### src/uies_consts.vh
// Purpose: constants for the interrupt mask and status block
// Assumes: one aligned register per address index, 8-bit data
// Notes:   all offsets are register indices
`ifndef UIES_CONSTS_VH
`define UIES_CONSTS_VH
`define UIES_ADDR_W            4
`define UIES_OFF_MASK          4'h1
`define UIES_OFF_CAUSE         4'h2
`define UIES_OFF_FEATURES      4'h3
`define UIES_OFF_LINE          4'h5
`define UIES_OFF_MODEM         4'h6
`define UIES_OFF_MODE          4'h7
`define UIES_OFF_TXHOLD        4'h0
`define UIES_MASK_RESET        8'h00
`define UIES_FEAT_RESET        8'h00
`define UIES_MODE_RESET        8'h00
`define UIES_FEAT_ENH          4
`define UIES_FEAT_ARTS         6
`define UIES_FEAT_ACTS         7
`define UIES_MODE_FIFO         0
`define UIES_MODE_WAKE         1
`define UIES_MODE_ERR_ON_ENTRY 6
`define UIES_CAUSE_LINE        6'h06
`define UIES_CAUSE_TMO         6'h0c
`define UIES_CAUSE_RX_AVAIL_EVENT       6'h04
`define UIES_CAUSE_TX_SPACE_EVENT       6'h02
`define UIES_CAUSE_MODEM       6'h00
`define UIES_CAUSE_CHAR        6'h10
`define UIES_CAUSE_FLOW        6'h20
`define UIES_CAUSE_NONE        6'h01
`define UIES_BIT_NS            40
`define UIES_TMO_BITS          12
`define UIES_CHAR_BITS         10
`define UIES_DIV_W             16
`define UIES_TMO_W             24
`endif

### src/uies_core.v
// Purpose: interrupt masking, prioritised cause and line state for a serial port
// Assumes: receive/transmit datapath supplies level status and one-cycle events
// Notes:   all status pins synchronous to i_clk except cts, which is synchronised
`include "uies_consts.vh"

module uies_core
(
	input  wire                    i_clk,
	input  wire                    i_rst_b,
	input  wire                    i_ce,
	input  wire [`UIES_ADDR_W-1:0] i_addr,
	input  wire [7:0]              i_wdata,
	input  wire                    i_wr,
	input  wire                    i_rd,
	input  wire                    i_rx_avail,
	input  wire                    i_rx_trig,
	input  wire                    i_rx_push,
	input  wire                    i_rx_pop,
	input  wire                    i_rx_overrun,
	input  wire [2:0]              i_push_err,
	input  wire [2:0]              i_head_err,
	input  wire                    i_fifo_err,
	input  wire                    i_tx_hold_empty,
	input  wire                    i_tx_trig,
	input  wire                    i_tx_all_empty,
	input  wire [3:0]              i_modem_delta,
	input  wire                    i_char_match,
	input  wire                    i_xoff_match,
	input  wire                    i_rts_out,
	input  wire                    i_cts_pin,
	input  wire                    i_wake,
	input  wire [`UIES_DIV_W-1:0]  i_bit_div,
	output reg  [7:0]              o_rdata,
	output reg                     o_irq,
	output reg                     o_sleep,
	output reg                     o_fifo_en
);

	reg  [7:0]             mask_q;
	reg  [7:0]             feat_q;
	reg  [7:0]             mode_q;
	reg  [3:0]             modem_q;
	reg                    ovr_q;
	reg  [2:0]             err_q;
	reg                    lsi_q;
	reg                    txi_q;
	reg                    tmo_q;
	reg                    chr_q;
	reg                    flow_q;
	reg                    wake_q;
	reg                    tx_empty_q;
	reg                    rts_q;
	reg                    cts_s1_q;
	reg                    cts_s2_q;
	reg                    cts_q;
	reg  [5:0]             held_q;
	reg  [`UIES_DIV_W-1:0] div_q;
	reg  [`UIES_TMO_W-1:0] tmo_cnt_q;
	reg  [5:0]             cause_d;
	reg  [7:0]             rdata_d;

	wire       fifo_on   = mode_q[`UIES_MODE_FIFO];
	wire       enh       = feat_q[`UIES_FEAT_ENH];
	wire       rd_mask   = i_rd && (i_addr == `UIES_OFF_MASK);
	wire       rd_cause  = i_rd && (i_addr == `UIES_OFF_CAUSE);
	wire       rd_line   = i_rd && (i_addr == `UIES_OFF_LINE);
	wire       rd_modem  = i_rd && (i_addr == `UIES_OFF_MODEM);
	wire       wr_mask   = i_wr && (i_addr == `UIES_OFF_MASK);
	wire       wr_tx     = i_wr && (i_addr == `UIES_OFF_TXHOLD);
	wire [2:0] err_sel   = mode_q[`UIES_MODE_ERR_ON_ENTRY] ? i_push_err : i_head_err;
	wire       err_ev    = mode_q[`UIES_MODE_ERR_ON_ENTRY] ? (i_rx_push && |i_push_err) : (|i_head_err);
	wire       rx_src    = fifo_on ? i_rx_trig : i_rx_avail;
	wire       tx_src    = fifo_on ? i_tx_trig : i_tx_hold_empty;
	wire       tx_rise   = tx_src && !tx_empty_q;
	wire       tx_arm    = wr_mask && i_wdata[1] && !mask_q[1] && tx_src;
	wire       rts_rise  = i_rts_out && !rts_q && feat_q[`UIES_FEAT_ARTS];
	wire       cts_rise  = cts_s2_q && !cts_q && feat_q[`UIES_FEAT_ACTS];
	wire       p_line    = mask_q[2] && lsi_q;
	wire       p_tmo     = mask_q[0] && tmo_q;
	wire       p_rx      = mask_q[0] && rx_src;
	wire       p_tx      = mask_q[1] && txi_q;
	wire       p_modem   = mask_q[3] && |modem_q;
	wire       p_chr     = enh && mask_q[5] && chr_q;
	wire       p_flow    = enh && (mask_q[6] || mask_q[7]) && flow_q;
	wire       p_wake    = enh && wake_q;
	wire       any_pend  = p_line | p_tmo | p_rx | p_tx | p_modem | p_chr | p_flow | p_wake;
	wire       polled    = fifo_on && (mask_q[3:0] == 4'h0);
	// product kept at counter width so no bits are dropped silently
	localparam [7:0] TMO_CHARS = 4 * `UIES_CHAR_BITS + `UIES_TMO_BITS;
	wire [`UIES_TMO_W-1:0] tmo_lim = {8'h00, i_bit_div} * {16'h0000, TMO_CHARS};

	// fixed priority, line status highest
	always @*
	begin
		if (p_line)
			cause_d = `UIES_CAUSE_LINE;
		else if (p_tmo)
			cause_d = `UIES_CAUSE_TMO;
		else if (p_rx)
			cause_d = `UIES_CAUSE_RX_AVAIL_EVENT;
		else if (p_tx)
			cause_d = `UIES_CAUSE_TX_SPACE_EVENT;
		else if (p_modem)
			cause_d = `UIES_CAUSE_MODEM;
		else if (p_chr)
			cause_d = `UIES_CAUSE_CHAR;
		else if (p_flow)
			cause_d = `UIES_CAUSE_FLOW;
		else
			cause_d = `UIES_CAUSE_NONE;
	end

	// held cause is kept while its source still pends so all others wait, higher ones too
	wire held_live = (held_q == `UIES_CAUSE_LINE  && p_line)  ||
	                 (held_q == `UIES_CAUSE_TMO   && p_tmo)   ||
	                 (held_q == `UIES_CAUSE_RX_AVAIL_EVENT && p_rx)    ||
	                 (held_q == `UIES_CAUSE_TX_SPACE_EVENT && p_tx)    ||
	                 (held_q == `UIES_CAUSE_MODEM && p_modem) ||
	                 (held_q == `UIES_CAUSE_CHAR  && p_chr)   ||
	                 (held_q == `UIES_CAUSE_FLOW  && p_flow);
	wire [5:0] cause_now = held_live ? held_q : cause_d;

	always @*
	begin
		rdata_d = 8'h00;
		if (rd_mask)
			rdata_d = mask_q;
		else if (rd_cause)
			rdata_d = {{2{fifo_on}}, cause_now};
		else if (rd_line)
			rdata_d = {fifo_on & i_fifo_err, i_tx_all_empty, i_tx_hold_empty, err_sel, ovr_q, i_rx_avail};
		else if (rd_modem)
			rdata_d = {4'h0, modem_q};
		else if (i_rd && i_addr == `UIES_OFF_FEATURES)
			rdata_d = feat_q;
		else if (i_rd && i_addr == `UIES_OFF_MODE)
			rdata_d = mode_q;
	end

	always @(posedge i_clk or negedge i_rst_b)
	begin
		if (!i_rst_b)
		begin
			mask_q     <= `UIES_MASK_RESET;
			feat_q     <= `UIES_FEAT_RESET;
			mode_q     <= `UIES_MODE_RESET;
			modem_q    <= 4'h0;
			ovr_q      <= 1'b0;
			err_q      <= 3'h0;
			lsi_q      <= 1'b0;
			txi_q      <= 1'b0;
			tmo_q      <= 1'b0;
			chr_q      <= 1'b0;
			flow_q     <= 1'b0;
			wake_q     <= 1'b0;
			tx_empty_q <= 1'b0;
			rts_q      <= 1'b0;
			cts_s1_q   <= 1'b0;
			cts_s2_q   <= 1'b0;
			cts_q      <= 1'b0;
			held_q     <= `UIES_CAUSE_NONE;
			div_q      <= {`UIES_DIV_W{1'b0}};
			tmo_cnt_q  <= {`UIES_TMO_W{1'b0}};
			o_rdata    <= 8'h00;
			o_irq      <= 1'b0;
			o_sleep    <= 1'b0;
			o_fifo_en  <= 1'b0;
		end
		else if (i_ce)
		begin
			cts_s1_q   <= i_cts_pin;
			cts_s2_q   <= cts_s1_q;
			cts_q      <= cts_s2_q;
			rts_q      <= i_rts_out;
			tx_empty_q <= tx_src;
			o_rdata    <= rdata_d;
			if (wr_mask)
			begin
				mask_q[3:0] <= i_wdata[3:0];
				if (enh)
					mask_q[7:4] <= i_wdata[7:4];
			end
			if (i_wr && i_addr == `UIES_OFF_FEATURES)
				feat_q <= i_wdata;
			if (i_wr && i_addr == `UIES_OFF_MODE)
				mode_q <= i_wdata;
			// sticky flags (err_q excepted, it follows err_sel): set wins over a clearing read
			modem_q <= (rd_modem ? 4'h0 : modem_q) | i_modem_delta;
			ovr_q   <= (rd_line ? 1'b0 : ovr_q) | i_rx_overrun;
			err_q   <= err_sel;
			lsi_q   <= (rd_line ? 1'b0 : lsi_q) | i_rx_overrun | err_ev;
			txi_q   <= ((rd_cause || wr_tx) ? 1'b0 : txi_q) | tx_rise | tx_arm;
			chr_q   <= (rd_cause ? 1'b0 : chr_q) | i_char_match | (mask_q[5] & i_xoff_match);
			flow_q  <= (rd_modem ? 1'b0 : flow_q) | (mask_q[6] & rts_rise) | (mask_q[7] & cts_rise);
			wake_q  <= (rd_cause ? 1'b0 : wake_q) | (i_wake & o_sleep & mode_q[`UIES_MODE_WAKE]);
			if (rd_cause)
				held_q <= cause_now;
			else if (!held_live)
				held_q <= `UIES_CAUSE_NONE;
			// time-out counts clock cycles, up to i_bit_div times 52, while data waits unread in FIFO mode
			if (i_rx_push || i_rx_pop || !i_rx_avail || !fifo_on)
			begin
				tmo_cnt_q <= {`UIES_TMO_W{1'b0}};
				div_q     <= {`UIES_DIV_W{1'b0}};
				if (i_rx_pop || !i_rx_avail)
					tmo_q <= 1'b0;
			end
			else
			begin
				div_q <= div_q + 1'b1;
				if (tmo_cnt_q < tmo_lim)
					tmo_cnt_q <= tmo_cnt_q + 1'b1;
				else
					tmo_q <= 1'b1;
			end
			o_sleep   <= mask_q[4] & enh & ~i_wake;
			o_fifo_en <= fifo_on;
			o_irq     <= any_pend & ~polled;
		end
	end

endmodule

### config.mk
export PLATFORM = sky130hd
export DESIGN_NAME = uies_core
export DESIGN_NICKNAME = d
export VERILOG_FILES = /design/src/uies_core.v
export VERILOG_INCLUDE_DIRS = /design/src
export SDC_FILE = /design/constraint.sdc
export NUM_CORES = 1
export LEC_CHECK = 0
export BUFFER_PORTS_ARGS = -buffer_cell sky130_fd_sc_hd__buf_2
export CAP_MARGIN = 0
export CORE_MARGIN = 8
export CORE_UTILIZATION = 60
export CTS_CLUSTER_SIZE = 25
export DETAILED_ROUTE_END_ITERATION = 8
export GPL_TIMING_DRIVEN = 0
export PLACE_DENSITY = 0.92
export SYNTH_ARGS = -nofsm -noshare
export SYNTH_HDL_FRONTEND = slang
export SYNTH_SLANG_ARGS = --single-unit
### constraint.sdc
create_clock -name i_clk -period 3.4 [get_ports i_clk]
set_input_delay 0.17 -clock i_clk [delete_from_list [all_inputs] [get_ports i_clk]]
set_output_delay 0.17 -clock i_clk [all_outputs]
set_load 0.02 [all_outputs]
Yosys cells after proc, flatten, opt, wreduce, memory -nomap -nowiden
Index checks and enable logic that the tools add are counted.

operators by class
  equality and inequality tests = 15
  bitwise logic cells = 29
  order comparisons = 1
  reductions and logical operators = 69
  add/subtract/negate cells = 1
  multiply operators = 1
  muxes and demuxes = 32

operator list
  operator                                             count
  two-way mux 6 bit                                    10
  two-way mux 24 bit                                   2
  two-way mux 8 bit                                    6
  logical AND 1 bit                                    37
  adder 24 x 1 -> 24 bit, second input constant        1
  < comparator 24 x 22 -> 1 bit                        1
  multiplier 16 x 4 -> 20 bit, second input constant   1
  bitwise OR 1 bit                                     17
  equality test 4 x 3 -> 1 bit, second input constant  3
  equality test 6 x 3 -> 1 bit, second input constant  2
  logical OR 1 bit                                     12
  two-way mux 1 bit                                    12
  AND reduction 2 bit                                  5
  AND 1 bit                                            9
  equality test 4 x 2 -> 1 bit, second input constant  2
  zero test 4 bit                                      2
  equality test 6 x 2 -> 1 bit, second input constant  1
  equality test 6 x 4 -> 1 bit, second input constant  1
  equality test 6 x 5 -> 1 bit, second input constant  1
  equality test 6 bit, second input constant           1
  zero test 1 bit                                      6
  zero test 6 bit                                      1
  AND reduction 3 bit                                  2
  OR reduction 3 bit                                   2
  9 further kinds                                      11

storage, ports and cells
  flip-flop bits (word level) = 81
  word-level logic and storage cells = 171

Logic depth before layout (Yosys ltp)
  word-level depth = 13
  gate-level depth with buffers = 22
  mapped depth without buffers = 20

Worst setup path after synthesis
No wires, ideal clock.

  kind = input to register
  from = input i_bit_div[1]
  to = register tmo_cnt_q[18]
  arrival = 4294 ps
  path buffers = 1
  slack = -1017 ps
  stages = 20
  required time = 3277 ps
  path through = ha_1 -> fa_1 -> inv_1 -> fa_1 -> nor2b_1 -> o31a_1 -> o221ai_1 -> a31oi_1 -> a21o_1 -> a21oi_1 -> xor2_1 -> ha_1 -> a21o_1 -> a21o_1 -> a2111oi_2 -> o221a_2 -> and4_4 -> buf_6 -> nand4_1 -> mux2i_1

between the ends
  word-level cells in the longest chain between the ends = 4

RTL lines
  item                           RTL line         source
  from (decl)                    uies_core.v:32   input wire [`UIES_DIV_W-1:0] i_bit_div,
  multiplier 16 x 4 -> 20 bit    uies_core.v:90   wire [`UIES_TMO_W-1:0] tmo_lim = {8'h00, i_bit_div} * {16'h0000, TMO_CHARS};
  < comparator 24 x 22 -> 1 bit  uies_core.v:211  if (tmo_cnt_q < tmo_lim)
  nonzero test 2 bit (no line)   -
  AND reduction 2 bit (no line)  -
  to (signal assigned)           uies_core.v:163  tmo_cnt_q <= {`UIES_TMO_W{1'b0}};
  to (signal assigned)           uies_core.v:203  tmo_cnt_q <= {`UIES_TMO_W{1'b0}};
  to (signal assigned)           uies_core.v:212  tmo_cnt_q <= tmo_cnt_q + 1'b1;
  to (decl)                      uies_core.v:58   reg [`UIES_TMO_W-1:0] tmo_cnt_q;

No other way between the ends.
A chain may end at the register's enable or synchronous reset.

Worst setup path in the final report
  from = input i_bit_div[2]
  to = register tmo_cnt_q[22]

Same word-level chain as after synthesis.

==> impl_results.md <==
- Run status: complete, but fails checks
- Failing checks: negative setup slack
- Req. time, crit path: 3680 ps
- Share of layout cells above drive strength 1: 0.2414
- Dominant cell type by area after synthesis: dfrtp_1
- H-tree depth: 3
- GP Congestion: 0.9845
- Final Util: 0.7181
- Number of flops mapped to enable cells by yosys: 0
- Worst setup EP type: flop
- RSZ-0062 raised after global routing: yes
- Cells after Synth: 662
- Syn_nets: 788
- Core region area: 0.01009 mm2
- Hpwl dp: 12870 um
- Initial Util: 0.6056
- Hold depth: 2
- Sequential fraction of the synthesis area: 0.3318
- Most common cell in the synthesized netlist: dfrtp_1
- Nets@finish: 879
- Yosys warns: 0
- First-pass GRT wire length: 28270 um
- Placed Area: 0.006696 mm2
- Drt via density: 6.283
- Drt initial violations: 562
- Design area: 0.007247 mm2
- Dpl ws: -1492 ps
- Setup crit start kind: primary input
- Root Buffer: clkbuf_8
- Die W: 116.9 um
- Synth cell types: 71
- Sequential Area: 0.002028 mm2
- CP max FO: 5
- FF-to-FF End: tmo_cnt_q[22]
- Ratio of final minimum period to clock period: 1.305
- Final Setup Violations: 25
- Clk buf depth: 2
- Setup Crit Path Kind: in -> reg
- Fmax: 225.4 MHz
- CTS tree: built
- Power Total: 3004 uW
- Power per cell area: 414.6 mW/mm2
- Die Span Y: 116.9 um
- Ports: 68
- Post-route antenna net violation count: 0
- Synth top cells by count: dfrtp_1 (80), inv_1 (71), nand2_1 (69)
- Clock skew: 9.495 ps
- Residual DRC: 0
- Area of the multi-input gates: 0.003970 mm2
- Synth-to-layout area growth: 18.57%
- Syn_area_per_cell: 9.233 um2
- Ant diodes: 0
- Min Tclk post-route: 4437 ps
- Arrival time at the worst endpoint: 4710 ps
- Top cells by area, synth: dfrtp_1 (33%), ha_1 (11%), mux2_2 (5.3%)
- Total Die Area: 0.01367 mm2
- IO Port Bufs: 65
- Reg2Reg Launch Point: tmo_cnt_q[19]
- Slew Viols, Final: 0
- Clk slew on worst S/H paths: 90 ps
- Inserted Clock Buffers: 9
- Fill count: 732
- Flop2flop setup slack: 780 ps
- Worst Setup SP: i_bit_div[2]
- Clk_lat worst skew: 350 ps
- Worst setup endpoint: tmo_cnt_q[22]
- Vias in the first global route: 5708
- Pleak: 0.003550 uW
- GR Overflow Total: 0
- Hold Path Class: in -> reg
- Slack of the critical path: -1037 ps
- WL/cell: 19.91 um
- Rows: 37
- Worst slew pin tran: 1029 ps
- Post-route setup TNS: -24320 ps
- Routed vias: 5617
- Ys flop type: dfrtp_1
- FFs w/ async S/R, synth: 1.000
- Max cap viols: 0
- Largest net degree at the start of global routing: 51
- Worst Reg2Reg Path Length in Cells: 9
- Final WL: 17800 um
- GRT Total Usage: 0.2630
- Initial antenna violation count: 0
- First-pass detailed-route iteration total: 8
- Yosys top cell area share: 0.3275
- Synth Cell Area: 0.006112 mm2
- Max-slew headroom: 0.3128
- Maximum vdd drop: 0.3016 mV
- Synthesis-stage register bit count: 81
- Clock sinks: 81
- Final Hold Fails: 0
-- cell usage in the layout, fill, tap and decap left out, drive strengths merged, types with 4 or more instances in the layout --
master	count
and2	8
ha	56
a31o	4
o22ai	4
and3	11
nand2	70
buf	88
nand4	17
a31oi	4
a21o	9
inv	74
mux2i	11
or2	5
mux2	33
nand2b	10
nand4b	5
o21ai	24
nor2	41
a22oi	4
xnor2	6
o21a	5
dfrtp	80
nand3	20
a21oi	37
a22o	8
nand3b	4
and4	4
nor4	6
fa	13
xor2	19
nor2b	6
clkbuf	20
-- cell type report --
type,instances,area share
buffer,18,0.01140
sequential,81,0.2799
timing repair buffer,82,0.06958
clock buffer,9,0.01709
inverter,71,0.03677
clock inverter,7,0.01398
multi-input combinational,490,0.5478
tap,136,0.02348
-- metrics by stage --
step	hold slack [ps]	instances
CTS	43.60	888
global placement	402.3	863
finish	46.91	894
global route	33.57	894
detailed placement	145.1	864
floorplan	-125.6	662
-- state kept, by name, indices dropped and copies added, names as in the netlist --
name and flops:
ovr_q 1, o_rdata 8, o_sleep 1, tmo_q 1, wake_q 1, mode_q 8
cts_q 1, lsi_q 1, rts_q 1, tmo_cnt_q 24, txi_q 1, mask_q 8
tx_empty_q 1, modem_q 4, o_fifo_en 1, cts_s2_q 1, cts_s1_q 1, chr_q 1
held_q 6, feat_q 8, flow_q 1, o_irq 1
-- per-layer routing --
layer  wire length [um]  track usage
met5                  0            0
met4                462      0.09215
met3               1429      0.05028
met2               8743       0.4347
met1               7163       0.3378
-- where the power goes --
part / total, uW / switching, uW / leakage, uW / internal [uW]
clock network: 806 / 384 / 0.000107 / 421
registers: 1120 / 70.3 / 0.00104 / 1050
logic: 1080 / 605 / 0.00241 / 478
-- critical path, stage by stage --
cell,delay (ps)
buf_8,110
ha_4,230
fa_1,590
inv_2,50
fa_2,370
nor2b_4,120
o31a_1,210
o221ai_4,140
a31oi_4,220
a21o_1,160
a21oi_2,50
xor2_1,170
ha_1,340
a21o_1,190
a21o_1,200
a2111oi_4,400
o221a_2,320
and4_4,270
buf_4,140
nand2_2,80
o21ai_1,160
-- how the worst min path moves through the flow --
| stage | start | endpoint | slack [ps] |
|---|---|---|---|
| after floorplan | i_rst_b | chr_q | -130 |
| after global placement | i_modem_delta[1] | modem_q[1] | 400 |
| after detailed placement | i_rst_b | mask_q[4] | 150 |
| after CTS | i_cts_pin | cts_s1_q | 40 |
| after global routing | i_cts_pin | cts_s1_q | 30 |
| final | i_cts_pin | cts_s1_q | 50 |
-- what timing repair did --
item / CTS / global route
hold endpoints to repair: 30 / 0
pin swaps: 28 / 28
buffers inserted: 9 / 5
gates resized for setup: 30 / 21
gates cloned: 0 / 1
setup endpoints to repair: 25 / 25
hold buffers: 1 / 0
-- cells by family (layout without fill, tap and decap cells) --
| family | count (synthesis) | count (layout) | synth area share |
|---|---|---|---|
| AOI/OAI and AO/OA | 133 | 133 | 0.1492 |
| xor gates and xnor gates | 25 | 25 | 0.03582 |
| adders and majority gates | 69 | 69 | 0.1572 |
| buffers and inverters | 91 | 187 | 0.05875 |
| DFF | 81 | 81 | 0.3318 |
| muxes | 44 | 44 | 0.07881 |
| and+or+nand+nor | 219 | 219 | 0.1883 |
No activity file was read; power rests on OpenSTA's default activity.
